## config.mk

```make
export PLATFORM = sky130hd
export DESIGN_NAME = csseq_top
export DESIGN_NICKNAME = d
export VERILOG_FILES = /design/src/shared/csseq_pkg.sv /design/src/shared/csseq_tick_if.sv /design/src/hw/csseq_edge_det.sv /design/src/hw/csseq_osc_div.sv /design/src/hw/csseq_top.sv
export SDC_FILE = /design/constraint.sdc
export NUM_CORES = 1
export LEC_CHECK = 0
export BUFFER_PORTS_ARGS = -buffer_cell sky130_fd_sc_hd__buf_4
export CAP_MARGIN = 20
export CORE_UTILIZATION = 52
export DETAILED_ROUTE_END_ITERATION = 12
export HOLD_SLACK_MARGIN = 0.02
export PLACE_DENSITY = 0.79
export SYNTH_ARGS = -nofsm -noshare
export SYNTH_HDL_FRONTEND = slang
export SYNTH_SLANG_ARGS = --single-unit
```

## constraint.sdc

```tcl
create_clock -name pclk -period 4.9 [get_ports pclk]
set_clock_uncertainty 0.05 [all_clocks]
set_input_delay 1.225 -clock pclk [delete_from_list [all_inputs] [get_ports pclk]]
set_output_delay 1.225 -clock pclk [all_outputs]
set_load 0.02 [all_outputs]
```

## src/shared/csseq_pkg.sv

```systemverilog
package csseq_pkg;
  // ------------------------------------------------------------
  // Clock and oscillator rates
  // ------------------------------------------------------------
  localparam int CLK_KHZ = 100000;
  localparam int OSC_R0_KHZ = 1500;
  localparam int OSC_R1_KHZ = 3000;
  localparam int OSC_R2_KHZ = 6000;
  localparam int OSC_R3_KHZ = 12000;
  localparam int OSC_R4_KHZ = 25000;
  localparam int OSC_R5_KHZ = 50000;
  // Longest whole period that does not exceed the nominal period, so never below the rate
  localparam logic [6:0] OSC_R0_DIV = 7'(CLK_KHZ / OSC_R0_KHZ);
  localparam logic [6:0] OSC_R1_DIV = 7'(CLK_KHZ / OSC_R1_KHZ);
  localparam logic [6:0] OSC_R2_DIV = 7'(CLK_KHZ / OSC_R2_KHZ);
  localparam logic [6:0] OSC_R3_DIV = 7'(CLK_KHZ / OSC_R3_KHZ);
  localparam logic [6:0] OSC_R4_DIV = 7'(CLK_KHZ / OSC_R4_KHZ);
  localparam logic [6:0] OSC_R5_DIV = 7'(CLK_KHZ / OSC_R5_KHZ);
  localparam logic [2:0] RATE_SLOWEST = 3'h0;

  // ------------------------------------------------------------
  // Register map
  // ------------------------------------------------------------
  localparam logic [7:0] OPT_OFS = 8'h00;
  localparam logic [7:0] CTRL_OFS = 8'h04;
  localparam logic [7:0] STAT_OFS = 8'h08;
  localparam logic [7:0] LOCKMASK_OFS = 8'h0c;
  localparam int OPT_RATE_LSB = 0;
  localparam int OPT_CLKSEL_LSB = 3;
  localparam int OPT_EXTCFG_BIT = 5;
  localparam int OPT_DONESEL_LSB = 6;
  localparam int OPT_GWESEL_LSB = 9;
  localparam int OPT_GTSSEL_LSB = 12;
  localparam int OPT_LCKSEL_LSB = 15;
  localparam int OPT_DRIVE_BIT = 18;
  localparam int OPT_PIPE_BIT = 19;
  localparam int CTRL_LOAD_BIT = 0;
  localparam int CTRL_RELOAD_BIT = 1;
  localparam int N_LOCK = 4;
  localparam logic [3:0] LOCKMASK_RST = 4'h0;

  // ------------------------------------------------------------
  // Option codes and reset values
  // ------------------------------------------------------------
  localparam logic [1:0] CLKSEL_CFG = 2'h0;
  localparam logic [1:0] CLKSEL_FAB = 2'h1;
  localparam logic [1:0] CLKSEL_TCK = 2'h2;
  localparam logic [2:0] SEL_DONE = 3'h0;
  localparam logic [2:0] SEL_KEEP = 3'h7;
  localparam logic [2:0] LCK_NO_LOCK_WAIT = 3'h7;
  localparam logic [2:0] DONESEL_RST = 3'h4;
  localparam logic [2:0] GWESEL_RST = 3'h6;
  localparam logic [2:0] GTSSEL_RST = 3'h5;
  localparam logic [2:0] PHASE_LAST = 3'h7;

  typedef enum logic [1:0] {
    ST_LOAD = 2'b00,
    ST_STARTUP = 2'b01,
    ST_USER = 2'b10
  } csseq_state_t;
endpackage

```

## src/shared/csseq_tick_if.sv

```systemverilog
`timescale 1ns/100ps
interface csseq_tick_if;
  logic tick;
  modport src (output tick);
  modport dst (input tick);
endinterface

```

## src/hw/csseq_edge_det.sv

```systemverilog
`timescale 1ns/100ps
module csseq_edge_det (
  input wire logic pclk,
  input wire logic presetn,
  input wire logic level,
  csseq_tick_if.src rise
);
  logic prev_q;

  always_ff @(posedge pclk or negedge presetn) begin
    if (!presetn) begin
      prev_q <= 1'b0;
    end else begin
      prev_q <= level;
    end
  end

  assign rise.tick = level & ~prev_q;
endmodule

```

## src/hw/csseq_osc_div.sv

```systemverilog
`timescale 1ns/100ps
module csseq_osc_div (
  input wire logic pclk,
  input wire logic presetn,
  input wire logic [6:0] div,
  csseq_tick_if.src osc
);
  logic [6:0] cnt_q;
  logic tick_q;

  always_ff @(posedge pclk or negedge presetn) begin
    if (!presetn) begin
      cnt_q <= 7'h00;
      tick_q <= 1'b0;
    end else if (cnt_q >= div - 7'h01) begin
      cnt_q <= 7'h00;
      tick_q <= 1'b1;
    end else begin
      cnt_q <= cnt_q + 7'h01;
      tick_q <= 1'b0;
    end
  end

  assign osc.tick = tick_q;
endmodule

```

## src/hw/csseq_top.sv

```systemverilog
// Chosen here: the APB register port and the register addresses.
`timescale 1ns/100ps
module csseq_top (
  input wire logic pclk,
  input wire logic presetn,
  input wire logic psel,
  input wire logic penable,
  input wire logic pwrite,
  input wire logic [7:0] paddr,
  input wire logic [31:0] pwdata,
  output logic [31:0] prdata,
  output logic pready,
  output logic pslverr,
  input wire logic config_clock_in,
  input wire logic fabric_clock_in,
  input wire logic tck_in,
  input wire logic [3:0] clock_manager_lock,
  input wire logic done_in,
  output logic done_out,
  output logic done_oe,
  output logic config_clock_tick,
  output logic global_write_enable,
  output logic global_tristate,
  output logic global_set_reset
);
  // ------------------------------------------------------------
  // Registers and options
  // ------------------------------------------------------------
  logic [19:0] opt_q;
  logic [3:0] lockmask_q;
  logic [31:0] prdata_q;
  logic [2:0] rate_active_q;
  logic [2:0] gwe_sel_q;
  logic [2:0] gts_sel_q;
  logic [2:0] phase_q;
  logic [2:0] phase_d;
  logic gwe_q;
  logic gts_q;
  logic gsr_q;
  logic done_act_q;
  logic done_pipe_q;
  logic lock_ok;
  logic done_eff;
  csseq_pkg::csseq_state_t state_q;

  logic wr_en;
  logic rd_en;
  logic mapped;
  logic load_pulse;
  logic reload_pulse;
  logic [2:0] opt_rate;
  logic [1:0] opt_clksel;
  logic [2:0] opt_donesel;
  logic [2:0] opt_gwesel;
  logic [2:0] opt_gtssel;
  logic [2:0] opt_lcksel;
  logic opt_drive;
  logic opt_pipe;
  logic opt_extcfg;

  assign opt_rate = opt_q[csseq_pkg::OPT_RATE_LSB +: 3];
  assign opt_clksel = opt_q[csseq_pkg::OPT_CLKSEL_LSB +: 2];
  assign opt_extcfg = opt_q[csseq_pkg::OPT_EXTCFG_BIT];
  assign opt_donesel = opt_q[csseq_pkg::OPT_DONESEL_LSB +: 3];
  assign opt_gwesel = opt_q[csseq_pkg::OPT_GWESEL_LSB +: 3];
  assign opt_gtssel = opt_q[csseq_pkg::OPT_GTSSEL_LSB +: 3];
  assign opt_lcksel = opt_q[csseq_pkg::OPT_LCKSEL_LSB +: 3];
  assign opt_drive = opt_q[csseq_pkg::OPT_DRIVE_BIT];
  assign opt_pipe = opt_q[csseq_pkg::OPT_PIPE_BIT];

  // ------------------------------------------------------------
  // APB slave, zero wait states
  // ------------------------------------------------------------
  assign mapped = (paddr == csseq_pkg::OPT_OFS) || (paddr == csseq_pkg::CTRL_OFS)
                  || (paddr == csseq_pkg::STAT_OFS) || (paddr == csseq_pkg::LOCKMASK_OFS);
  assign wr_en = psel & penable & pwrite & mapped;
  assign rd_en = psel & ~penable & ~pwrite;
  assign pready = 1'b1;
  assign pslverr = psel & penable & ~mapped;
  assign prdata = prdata_q;
  assign load_pulse = wr_en && (paddr == csseq_pkg::CTRL_OFS)
                      && pwdata[csseq_pkg::CTRL_LOAD_BIT];
  assign reload_pulse = wr_en && (paddr == csseq_pkg::CTRL_OFS)
                        && pwdata[csseq_pkg::CTRL_RELOAD_BIT];

  always_ff @(posedge pclk or negedge presetn) begin
    if (!presetn) begin
      opt_q <= {1'b0, 1'b0, csseq_pkg::LCK_NO_LOCK_WAIT, csseq_pkg::GTSSEL_RST,
                csseq_pkg::GWESEL_RST, csseq_pkg::DONESEL_RST, 1'b0,
                csseq_pkg::CLKSEL_CFG, csseq_pkg::RATE_SLOWEST};
      lockmask_q <= csseq_pkg::LOCKMASK_RST;
    end else if (wr_en && paddr == csseq_pkg::OPT_OFS) begin
      opt_q <= pwdata[19:0];
    end else if (wr_en && paddr == csseq_pkg::LOCKMASK_OFS) begin
      lockmask_q <= pwdata[3:0];
    end
  end

  // Read data captured in the setup cycle so it is stable in access
  always_ff @(posedge pclk or negedge presetn) begin
    if (!presetn) begin
      prdata_q <= 32'h0000_0000;
    end else if (rd_en) begin
      case (paddr)
        csseq_pkg::OPT_OFS: prdata_q <= {12'h000, opt_q};
        csseq_pkg::STAT_OFS: prdata_q <= {19'h00000, rate_active_q, lock_ok, done_eff,
                                          gsr_q, gts_q, gwe_q, state_q, phase_q};
        csseq_pkg::LOCKMASK_OFS: prdata_q <= {28'h0000000, lockmask_q};
        default: prdata_q <= 32'h0000_0000;
      endcase
    end
  end

  // ------------------------------------------------------------
  // Startup clock sources
  // ------------------------------------------------------------
  logic [6:0] osc_div;
  logic cfg_step;
  logic step;
  logic stall;
  csseq_tick_if osc_if ();
  csseq_tick_if cfg_if ();
  csseq_tick_if fab_if ();
  csseq_tick_if tck_if ();

  // Rate only changes once the image is in; until then the slowest after reset, the last loaded rate after a reload
  always_ff @(posedge pclk or negedge presetn) begin
    if (!presetn) begin
      rate_active_q <= csseq_pkg::RATE_SLOWEST;
    end else if (load_pulse) begin
      rate_active_q <= opt_rate;
    end
  end

  always_comb begin
    case (rate_active_q)
      3'h1: osc_div = csseq_pkg::OSC_R1_DIV;
      3'h2: osc_div = csseq_pkg::OSC_R2_DIV;
      3'h3: osc_div = csseq_pkg::OSC_R3_DIV;
      3'h4: osc_div = csseq_pkg::OSC_R4_DIV;
      3'h5: osc_div = csseq_pkg::OSC_R5_DIV;
      default: osc_div = csseq_pkg::OSC_R0_DIV;
    endcase
  end

  csseq_osc_div u_osc (
    .pclk(pclk),
    .presetn(presetn),
    .div(osc_div),
    .osc(osc_if.src)
  );

  csseq_edge_det u_cfg_edge (
    .pclk(pclk),
    .presetn(presetn),
    .level(config_clock_in),
    .rise(cfg_if.src)
  );

  csseq_edge_det u_fab_edge (
    .pclk(pclk),
    .presetn(presetn),
    .level(fabric_clock_in),
    .rise(fab_if.src)
  );

  csseq_edge_det u_tck_edge (
    .pclk(pclk),
    .presetn(presetn),
    .level(tck_in),
    .rise(tck_if.src)
  );

  assign config_clock_tick = osc_if.tick;
  assign cfg_step = opt_extcfg ? cfg_if.tick : osc_if.tick;

  always_comb begin
    case (opt_clksel)
      csseq_pkg::CLKSEL_FAB: step = fab_if.tick;
      csseq_pkg::CLKSEL_TCK: step = tck_if.tick;
      default: step = cfg_step;
    endcase
  end

  // ------------------------------------------------------------
  // Completion input path and lock wait
  // ------------------------------------------------------------
  always_ff @(posedge pclk or negedge presetn) begin
    if (!presetn) begin
      done_pipe_q <= 1'b0;
    end else begin
      done_pipe_q <= done_in;
    end
  end

  // Pipelined path tolerates a slow rise on a shared chain pin
  assign done_eff = opt_pipe ? done_pipe_q : done_in;
  assign lock_ok = &(clock_manager_lock | ~lockmask_q);
  assign stall = (opt_lcksel != csseq_pkg::LCK_NO_LOCK_WAIT) && (phase_q == opt_lcksel)
                 && !lock_ok;

  // ------------------------------------------------------------
  // Phase sequencer
  // ------------------------------------------------------------
  logic advance;
  logic release_done;
  assign advance = (state_q == csseq_pkg::ST_STARTUP) && step && !stall
                   && (phase_q != csseq_pkg::PHASE_LAST);
  assign phase_d = phase_q + 3'h1;
  // Last phase waits for follow-mode releases before user mode
  assign release_done = gwe_q && !gts_q;

  always_ff @(posedge pclk or negedge presetn) begin
    if (!presetn) begin
      state_q <= csseq_pkg::ST_LOAD;
      phase_q <= 3'h0;
    end else if (reload_pulse) begin
      state_q <= csseq_pkg::ST_LOAD;
      phase_q <= 3'h0;
    end else if (state_q == csseq_pkg::ST_LOAD && load_pulse) begin
      state_q <= csseq_pkg::ST_STARTUP;
      phase_q <= 3'h0;
    end else if (advance) begin
      phase_q <= phase_d;
    end else if (state_q == csseq_pkg::ST_STARTUP && phase_q == csseq_pkg::PHASE_LAST
                 && release_done) begin
      state_q <= csseq_pkg::ST_USER;
    end
  end

  // Write-enable and tristate selections latched per load; keep code preserves the last one
  always_ff @(posedge pclk or negedge presetn) begin
    if (!presetn) begin
      gwe_sel_q <= csseq_pkg::GWESEL_RST;
      gts_sel_q <= csseq_pkg::GTSSEL_RST;
    end else if (state_q == csseq_pkg::ST_LOAD && load_pulse) begin
      if (opt_gwesel != csseq_pkg::SEL_KEEP) begin
        gwe_sel_q <= opt_gwesel;
      end
      if (opt_gtssel != csseq_pkg::SEL_KEEP) begin
        gts_sel_q <= opt_gtssel;
      end
    end
  end

  always_ff @(posedge pclk or negedge presetn) begin
    if (!presetn) begin
      gsr_q <= 1'b1;
    end else if (reload_pulse || state_q == csseq_pkg::ST_LOAD) begin
      gsr_q <= 1'b1;
    end else if (advance && phase_q == 3'h0) begin
      gsr_q <= 1'b0;
    end
  end

  always_ff @(posedge pclk or negedge presetn) begin
    if (!presetn) begin
      done_act_q <= 1'b0;
    end else if (reload_pulse || state_q == csseq_pkg::ST_LOAD) begin
      done_act_q <= 1'b0;
    end else if (advance && phase_d == opt_donesel) begin
      done_act_q <= 1'b1;
    end
  end

  // Follow mode releases on a startup edge, so it lines up with the chain
  always_ff @(posedge pclk or negedge presetn) begin
    if (!presetn) begin
      gwe_q <= 1'b0;
    end else if (reload_pulse || state_q == csseq_pkg::ST_LOAD) begin
      gwe_q <= 1'b0;
    end else if (gwe_sel_q == csseq_pkg::SEL_DONE) begin
      if (state_q == csseq_pkg::ST_STARTUP && step && done_eff) begin
        gwe_q <= 1'b1;
      end
    end else if (advance && phase_d == gwe_sel_q) begin
      gwe_q <= 1'b1;
    end
  end

  always_ff @(posedge pclk or negedge presetn) begin
    if (!presetn) begin
      gts_q <= 1'b1;
    end else if (reload_pulse || state_q == csseq_pkg::ST_LOAD) begin
      gts_q <= 1'b1;
    end else if (gts_sel_q == csseq_pkg::SEL_DONE) begin
      if (state_q == csseq_pkg::ST_STARTUP && step && done_eff) begin
        gts_q <= 1'b0;
      end
    end else if (advance && phase_d == gts_sel_q) begin
      gts_q <= 1'b0;
    end
  end

  // ------------------------------------------------------------
  // Outputs
  // ------------------------------------------------------------
  assign global_write_enable = gwe_q;
  assign global_tristate = gts_q;
  assign global_set_reset = gsr_q;
  // Low until completion, then driven high or released to the pull-up
  assign done_out = done_act_q;
  assign done_oe = ~done_act_q | opt_drive;
endmodule

```

==> summary.md, run 1 <==
| Metric | Value |
|---|---|
| Reg2reg start | rate_active_q[2] |
| Syn Area/Cell | between 10 and 15 sq um |
| CTS hold repair buffers | 0 |
| HP Class | register to register |
| IR drop worst, VDD | between 0.0002 and 0.00025 V |
| TritonCTS Buffers | 9 |
| CTS tree | yes |
| Post-route cell area | between 4000 and 5000 sq um |
| Arrival time worst endpoint | approximately 2.4 ns |
| FF+latch count, synth | between 70 and 80 |
| Die height | around 88 um |
| CP required | between 3 and 4 ns |
| Crit. End Element | primary output |
| Max Cap Viol | 0 |
| Startpoint Class | input pin |
| Core area | 7214 sq um |
| Io pins | between 90 and 100 |
| Placed cell count | 513 |
| Final min period | around 3.7 ns |
| Largest net degree at the start of global routing | 75 |
| Root Buffer | clkbuf_8 |
| Worst r2r dst | u_osc.osc.tick |
| Util after Layout | 0.6296 |
| Predominant post-synthesis flop cell | dfrtp_1 |
| DR WL met2 | just over 4000 um |
| Final setup vio count | 0 |
| Router iterations before antenna repair | 4 |
| Vias | just under 3k |
| Largest area contributor in the netlist | dfrtp_1 |
| Tcrit/Tclk final | 0.7547 |
| Via/cell ratio | between 5 and 6 |
| Post-DRT Antenna Nets | 0 |
| Cells after Synth | about 370 |
| Post-Place Cell Area | 4379 sq um |
| Nets@finish | slightly below 500 |
| Worst-margin pin slew | between 1 and 1.5 ns |
| Total track usage | 0.2293 |
| Starting density of the core | 0.5356 |
| Outcome | complete, no violations |
| P_leak | about 2.2 nW |
| RSZ-0062 raised after global routing | false |
| Initial antenna violation count | 0 |
| Rows | 31 |
| Worst skew pair latency | 0.35 ns |
| Clock Sinks | 74 |
| Post-place setup slack | around 1.2 ns |
| Achievable clock frequency | roughly 0.27 GHz |
| IO Port Bufs | 67 |
| Remaining DRCs | 0 |
| DRT iter0 DRCs | 158 |
| Mapped Area | between 3000 and 4000 sq um |
| Post-synth EDFFs | 0 |
| Fin. Hold Viols | 0 |
| Crit-path max FO | 11 |
| Final worst slack | ~1.2 ns |
| M1 WL | between 3000 and 4000 um |
| Critical path launch point | paddr[5] |
| Met3 wire length | roughly 340 um |
| Wire length of the first global-routing pass | approximately 13000 um |
| Commonest cells in the netlist | dfrtp_1 (60), nand2_1 (29), mux2_2 (25) |
| GRT overflow | 0 |
| RD Place Congestion | between 0.8 and 0.9 |
| Gates resized, CTS repair | 0 |
| Clock Pin Slew Worst Setup and Hold Paths | roughly 0.080 ns |
| Area added between synthesis and finish | 17.55% |
| Worst slew margin | 0.3288 |
| Area share of the largest cell type after synthesis | 0.3886 |
| Ant. Diodes | 0 |
| Post-CTS Setup Repair Bufs | 0 |
| # H-tree levels | 3 |
| Reg2reg path depth | 8 |
| Distinct cells, synth | 50 |
| Final std cells w/o fill | approximately 530 |
| Crit path kind | input pin to primary output |
| FFs w/ async S/R, synth | 1.000 |
| Final wirelength | 8261 um |
| Share of layout cells above drive strength 1 | 0.3047 |
| Synth area leaders | dfrtp_1 (39%), dfstp_2 (9.5%), mux2_2 (7.3%) |
| Die Span X | 88.20 um |
| Sequential-to-total area share from yosys stat | 0.4838 |
| Vias in the first global route | 2869 |
| Yosys Warn Count | 0 |
| DP Wirelength | around 6000 um |
| Critical Path Sink | pslverr |
| Top-count cell post-synth | dfrtp_1 |
| Final Max Tran Viols | 0 |
| Max clock buf depth | 2 |
| Setup TNS | 0 ns |
| Routed len/inst | roughly 16 um |
| Max Used Layer | met4 |
| Die area | between 7000 and 8000 sq um |
| Worst R2R Setup Slack | 2.08 ns |
| Power Density | ~300 nW/um^2 |
==> per-stage QoR <==
stage | power [W] | hold slack [ns]
after floorplan | 0.0008889 | 0.4253
after global placement | 0.0009630 | 0.4144
after detailed placement | 0.0009807 | 0.4325
after CTS | 0.001387 | 0.4554
after global routing | 0.001454 | 0.4763
final | 0.001370 | 0.4552
==> logic make-up (layout without fill, tap and decap cells) <==
family                     count (synthesis)  in the layout  synth area share
AOI/OAI and AO/OA                         75             75            0.1208
adders and majority gates                 14             14           0.04534
other                                      2             13          0.001944
and+or+nand+nor                          106            106            0.1512
muxes                                     39             39            0.1095
DFF                                       74             74            0.4838
xor gates and xnor gates                  15             15           0.03400
buffers and inverters                     40             94           0.05343
==> metal layers <==
| layer | GRT usage | vias to the layer above |
|---|---|---|
| li1 | - | 1386 |
| met1 | 0.3053 | 1437 |
| met2 | 0.3664 | 77 |
| met3 | 0.05372 | 11 |
| met4 | 0.08358 | 0 |
| met5 | 0 | - |
==> cell usage in the layout (no fill, tap or decap), drive strengths merged, types with 7 or more instances in the layout <==
cell,count
nand3,12
dfrtp,60
buf,68
mux2,26
inv,10
ha,14
clkbuf,10
conb,13
xor2,8
nand2,29
o21ai,23
xnor2,7
nor2,21
a21oi,24
mux2i,13
dfstp,14
a22o,11
nor3,8
==> power by group <==
part | internal (W) | switching [W] | leakage (nW)
clock | 0.000180 | 0.000222 | 0.0818
sequential | 0.000655 | 0.0000415 | 0.944
combinational | 0.000130 | 0.000143 | 1.18
total | 0.000964 | 0.000406 | 2.21
==> worst max-delay path, stage by stage <==
cell and delay [ns]:
buf_4 0.11, nor4_1 0.26, nand2_1 0.36, and3_1 0.32, buf_4 0.15
==> worst min path at each step <==
stage | startpoint | end | depth (start not counted) | slack, ns
after floorplan | opt_q[18] | prdata[18] | 1 | 0.43
after global placement | prdata[8] | prdata[8] | 2 | 0.41
after detailed placement | prdata[9] | prdata[9] | 2 | 0.43
after CTS | prdata[4] | prdata[4] | 2 | 0.46
after global routing | prdata[13] | prdata[13] | 1 | 0.48
final | prdata[8] | prdata[8] | 2 | 0.46
==> sequential cells by signal, indices dropped and copies added (netlist names) <==
name                 flops
gts_sel_q                3
global_tristate          1
phase_q                  3
u_osc.osc.tick           1
global_set_reset         1
rate_active_q            3
u_cfg_edge.prev_q        1
done_pipe_q              1
state_q                  2
lockmask_q               4
u_osc.cnt_q              7
gwe_sel_q                3
prdata                  20
u_tck_edge.prev_q        1
u_fab_edge.prev_q        1
global_write_enable      1
done_out                 1
opt_q                   20
==> area by class of cell <==
type                       instances  area (sq um)
clock buffer                      10         127.6
clock inverter                     6         35.03
fill                             632          2673
inverter                          10         37.54
multi-input combinational        262          1838
sequential                        74          1869
tap                               99         123.9
timing repair buffer              68         510.5
(Power assumes the default switching activity.)
==> inputs of run 2 (changes only) <==
- ABC_AREA: not set -> 1
- clock period: 4.9 -> 3.5 ns (I/O delays scaled with it)
==> summary.md, run 2 <==
| Metric | Value |
|---|---|
| IR drop worst, VDD | approximately 0.00023 V |
| Max Cap Viol | 0 |
| Commonest cells in the netlist | nand2_1 (140), nand3_1 (61), dfrtp_1 (60) |
| Core area | approximately 7300 sq um |
| Seq pwr share | 0.483 |
| Final wirelength | 8860 um |
| # H-tree levels | 3 |
| Reg2reg path depth | 13 |
| Io pins | between 90 and 100 |
| Commonest non-fill, non-tap cells in the layout | nand2_1 (140), buf_4 (71), nand3_1 (61) |
| Max clock buf depth | 2 |
| Vias | about 3.4k |
| Util after Layout | 0.6470 |
| TritonCTS Buffers | 9 |
| GRT overflow | 0 |
| Gates resized, CTS repair | 0 |
| Worst slew margin | 0.3953 |
| Most frequent CP cell | buf_4 |
| FF+latch count, synth | between 70 and 80 |
| Clock power share | 0.396 |
| Crit-path max FO | 4 |
| WHS Path Cells | 2 |
| Final setup vio count | 0 |
| Arrival time worst endpoint | approximately 1.8 ns |
| Crit-path cells | buf_4, nor2_1, nand3_2, nor2_2, inv_2, nand3_1, inv_1, buf_4 |
| Mapped Area | 3949 sq um |
| Tcrit/Tclk final | 0.7839 |
| Crit path kind | input pin to primary output |
| Outcome | complete, no violations |
| Syn Area/Cell | ~8.1 sq um |
| Largest area contributor in the netlist | dfrtp_1 |
| Achievable clock frequency | 0.3645 GHz |
| Ant. Diodes | 0 |
| Share of layout cells above drive strength 1 | 0.2117 |
| Leading cell type in the layout, fill and taps excluded | nand2_1 |
| Fin. Hold Viols | 0 |
| Die Span X | 89.14 um |
| Final min period | around 2.7 ns |
| Setup TNS | 0 ns |
| Wire length of the first global-routing pass | ~14000 um |
| P_sw | around 0.00050 W |
| Total track usage | 0.2413 |
| Routed len/inst | roughly 13 um |
| P_int | 0.001411 W |
| Max stage delay cell, worst path | nor2_2 |
| Area share of the largest cell type after synthesis | 0.3802 |
| Synth area leaders | dfrtp_1 (38%), nand2_1 (13%), dfstp_2 (9.3%) |
| P_leak | between 2 and 3 nW |
| DRT iter0 DRCs | about 280 |
| Die height | slightly below 90 um |
| Post-Place Cell Area | between 4000 and 5000 sq um |
| Distinct cells, synth | 34 |
| Crit. End Element | primary output |
| CP required | 2.57 ns |
| RD Place Congestion | roughly 0.90 |
| Nets@finish | approximately 620 |
| Fillers | about 610 |
| Predominant post-synthesis flop cell | dfrtp_1 |
| Startpoint Class | input pin |
| Final worst slack | around 0.76 ns |
| Root Buffer | clkbuf_8 |
| Cells after Synth | about 490 |
| Top-count cell post-synth | nand2_1 |
| Worst skew pair latency | approximately 0.36 ns |
| Clock Sinks | 74 |
| HP Class | register to register |
| Via/cell ratio | 5.177 |
| Combinational Power Share | 0.121 |
| Post-route cell area | approximately 4700 sq um |
| CP peak stage delay | ~0.22 ns |
| IO Port Bufs | 67 |
| Post-DRT Antenna Nets | 0 |
| CTS hold repair buffers | 0 |
| Post-CTS Setup Repair Bufs | 0 |
| Remaining DRCs | 0 |
| Router iterations before antenna repair | 4 |
| Largest net degree at the start of global routing | 75 |
| Worst-margin pin slew | 0.9070 ns |
| Yosys Warn Count | 0 |
| FFs w/ async S/R, synth | 1.000 |
| Initial antenna violation count | 0 |
| Rows | 31 |
| Post-synth EDFFs | 0 |
| CTS tree | yes |
| Post-place setup slack | ~0.76 ns |
| Die area | just under 8000 sq um |
| Starting density of the core | 0.5415 |
| Area added between synthesis and finish | 19.49% |
| Power Density | 404.5 nW/um^2 |
| Sw Share | 0.2606 |
| Sequential-to-total area share from yosys stat | 0.4734 |
| RSZ-0062 raised after global routing | false |
| Clock Pin Slew Worst Setup and Hold Paths | approximately 0.080 ns |
| Vias in the first global route | a little over 3k |
| DP Wirelength | ~6500 um |
| Final Max Tran Viols | 0 |
[run 2: final cells by class]
type / instances / area [sq um] / share of cell area
clock buffers: 10 / 137.6 / 0.02917
clock inverters: 6 / 88.84 / 0.01883
inverters: 57 / 214.0 / 0.04535
multi-input cells: 344 / 1752 / 0.3713
flip-flops and latches: 74 / 1869 / 0.3962
well taps: 99 / 123.9 / 0.02625
repair buffers: 71 / 533.0 / 0.1130
[run 2: cells by family after synthesis]
| family | count (synthesis) | share of synthesized area |
|---|---|---|
| multiplexers | 3 | 0.008555 |
| buffers and inverters | 82 | 0.09474 |
| AO/OA/AOI/OAI | 44 | 0.06147 |
| flip-flops | 74 | 0.4734 |
| other | 2 | 0.001902 |
| XOR/XNOR | 12 | 0.02662 |
| adder cells (fa/ha/maj) | 14 | 0.04436 |
| AND/OR/NAND/NOR | 258 | 0.2890 |
[run 2: worst paths after layout]
| path | start | endpoint | slack, ns |
|---|---|---|---|
| max | paddr[5] | pslverr | 0.76 |
| min | prdata[4] | prdata[4] | 0.43 |
| max reg2reg | rate_active_q[2] | u_osc.cnt_q[3] | 0.85 |
| min reg2reg | prdata[4] | prdata[4] | 0.43 |
| max in group asynchronous | presetn | opt_q[2] | 2.22 |
| min in group asynchronous | presetn | prdata[16] | 0.59 |
[run 2: power groups by stage]
| stage | combinational [W] | clock, W | sequential (W) |
|---|---|---|---|
| 3_3_place_gp | 0.000223 | 0 | 0.000937 |
| 4_1_cts | 0.000234 | 0.000758 | 0.000922 |
| 2_1_floorplan | 0.000152 | 0 | 0.000933 |
| 5_1_grt | 0.000265 | 0.000795 | 0.000927 |
| 3_5_place_dp | 0.000232 | 0 | 0.000937 |
| 6_report | 0.000231 | 0.000755 | 0.000922 |
[run 2: metrics by stage]
step / hold slack [ns] / power, W / cells
floorplan: 0.4036 / 0.001085 / 500
CTS: 0.4371 / 0.001913 / 661
finish: 0.4330 / 0.001908 / 661
detailed placement: 0.4170 / 0.001169 / 645
global route: 0.4502 / 0.001987 / 661
global placement: 0.4131 / 0.001160 / 645
[run 2: critical path, delay by kind of cell]
| kind | cells | cell delay [ns] |
|---|---|---|
| buffers and inverters | 4 | 0.38 |
| and+or+nand+nor | 4 | 0.56 |
[run 2: routing by layer]
metal | wire [um] | GRT usage
met3 | 626 | 0.05078
met5 | 0 | 0
met4 | 113 | 0.07359
met1 | 4104 | 0.3429
met2 | 4016 | 0.3727
==> inputs of run 3 (changes only) <==
- CORE_UTILIZATION: 52 -> 49
- PLACE_DENSITY: 0.79 -> 0.78
- clock period: 3.5 -> 2.5 ns (I/O delays scaled with it)
==> summary.md, run 3 (synthesized netlist as in run 2, its figures left out) <==
| Metric | Value |
|---|---|
| Outcome | complete, no violations |
| CP required | 2.69 ns |
| Post-DRT Antenna Nets | 0 |
| Max stage delay cell, worst path | dfrtp_1 |
| Power Density | 575.9 nW/um^2 |
| Vias in the first global route | about 3.3k |
| Clock Pin Slew Worst Setup and Hold Paths | 0.07 ns |
| # H-tree levels | 3 |
| Family with the most delay on the worst path | adder cells |
| Die height | 91.77 um |
| Via/cell ratio | just over 5 |
| Crit-path max FO | 7 |
| Die Span X | about 90 um |
| Max Cap Viol | 0 |
| Worst r2r dst | u_osc.cnt_q[0] |
| Final Max Tran Viols | 0 |
| Total track usage | 0.2325 |
| Tcrit/Tclk final | 0.9918 |
| Wire length of the first global-routing pass | about 15000 um |
| RD Place Congestion | slightly below 0.9 |
| Util after Layout | 0.6290 |
| Reg2reg path depth | 15 |
| Leading cell type in the layout, fill and taps excluded | nand2_1 |
| Reg2reg start | rate_active_q[2] |
| Worst-margin pin slew | ~0.55 ns |
| Post-Place Cell Area | 4546 sq um |
| Remaining DRCs | 0 |
| Final wirelength | slightly above 9000 um |
| Initial antenna violation count | 0 |
| CP peak stage delay | 0.40 ns |
| Nets@finish | 634 |
| DP Wirelength | just under 7000 um |
| Worst skew pair latency | ~0.35 ns |
| Area added between synthesis and finish | 23.73% |
| P_leak | between 2 and 3 nW |
| Io pins | 93 |
| Ant. Diodes | 0 |
| Crit-path cells | inv_2, nor2_2, inv_2, nor2_4, a31oi_2, ha_2, inv_2, xor2_1, ha_1, nand2_1, o21ai_1, nand4_1, o211ai_1, buf_4, nor2_2 |
| Crit. End Element | register |
| Post-route cell area | 4886 sq um |
| Max clock buf depth | 2 |
| Vias | between 3k and 4k |
| Worst R2R Setup Slack | 0.02 ns |
| CTS tree | yes |
| RSZ-0062 raised after global routing | true |
| Die area | between 8000 and 9000 sq um |
| Core area | roughly 7800 sq um |
| WP buf/inv | 4 |
| Routed len/inst | 13.55 um |
| Starting density of the core | 0.5084 |
| Achievable clock frequency | roughly 0.40 GHz |
| IO Port Bufs | between 60 and 70 |
| Worst slew margin | 0.6340 |
| HP Class | input pin to async pin |
| GRT overflow | 0 |
| IR drop worst, VDD | 0.0002358 V |
| Router iterations before antenna repair | 5 |
| Fin. Hold Viols | 0 |
| TritonCTS Buffers | 9 |
| Root Buffer | clkbuf_8 |
| Crit path kind | register to register |
| Clock Sinks | 74 |
| Share of layout cells above drive strength 1 | 0.2535 |
| Rows | 32 |
| Commonest non-fill, non-tap cells in the layout | nand2_1 (140), buf_4 (80), nand3_1 (60), dfrtp_1 (60), inv_1 (51) |
| Startpoint Class | register |
| Most frequent CP cell | inv_2 |
| Final min period | approximately 2.5 ns |
| Arrival time worst endpoint | roughly 2.7 ns |
| Final setup vio count | 0 |
| DRT iter0 DRCs | between 200 and 250 |
| Largest net degree at the start of global routing | 53 |
-- run 3: cell types whose count changed in the layout (fill, tap and decap cells not counted), sizes merged --
cell | before | now
buf | 71 | 81
clkbuf | 10 | 11
clkinv | 1 | 2
clkinvlp | 2 | 0
bufinv | 2 | 3
inv | 58 | 57
-- run 3: stage by stage --
step                      instances  total power [W]  hold slack [ns]  TNS, ns  setup slack (ns)
after global placement          653         0.001628           0.4133        0           0.01073
after CTS                       671         0.002793           0.1107        0           0.02346
final                           674         0.002814           0.1050        0           0.02045
after global routing            674         0.002923           0.1161  -0.6980           -0.1168
after floorplan                 500         0.001519           0.2794        0            0.2436
after detailed placement        653         0.001644           0.4184  -0.5790          -0.09366
-- run 3: metal layers --
metal / vias up / part of all wire / GRT usage
met5: - / 0 / 0
met4: 0 / 0.023 / 0.09245
met3: 22 / 0.062 / 0.04229
met2: 136 / 0.48 / 0.3759
met1: 1633 / 0.43 / 0.3106
li1: 1700 / - / -
-- run 3: repair_timing --
item / in CTS / in global routing
buffers inserted: 2 / 3
hold buffers: 0 / 0
endpoints found under the setup margin: 8 / 8
pin swaps: 1 / 11
gates resized for setup: 1 / 18
endpoints found under the hold margin: 0 / 0
-- run 3: worst max path at each step --
| stage | start | end | slack (ns) | cells past startpoint |
|---|---|---|---|---|
| floorplan | rate_active_q[2] | u_osc.cnt_q[2] | 0.24 | 13 |
| global placement | rate_active_q[2] | u_osc.cnt_q[4] | 0.01 | 13 |
| detailed placement | rate_active_q[2] | u_osc.cnt_q[3] | -0.09 | 13 |
| CTS | rate_active_q[2] | u_osc.cnt_q[3] | 0.02 | 15 |
| global route | rate_active_q[2] | u_osc.cnt_q[0] | -0.12 | 15 |
| finish | rate_active_q[2] | u_osc.cnt_q[0] | 0.02 | 15 |
-- run 3: layout make-up --
class,count,area (sq um)
Inverter,57,214.0
Fill cell,657,2882
Timing Repair Buffer,81,620.6
Clock inverter,5,100.1
Multi-Input combinational cell,344,1803
Clock buffer,11,151.4
Sequential cell,74,1869
Tap cell,102,127.6
-- run 3: worst register-to-register path, stage by stage (launching register included) --
cell and delay [ns]:
dfrtp_1 0.40, inv_2 0.10, nor2_2 0.05, inv_2 0.11, nor2_4 0.04, a31oi_2 0.15
ha_2 0.20, inv_2 0.05, xor2_1 0.16, ha_1 0.33, nand2_1 0.06, o21ai_1 0.14
nand4_1 0.11, o211ai_1 0.14, buf_4 0.22, nor2_2 0.05
-- run 3: power by group --
part,internal (W),switching (W)
clock,0.000714,0.000436
sequential,0.00125,0.0000477
combinational,0.000165,0.000205
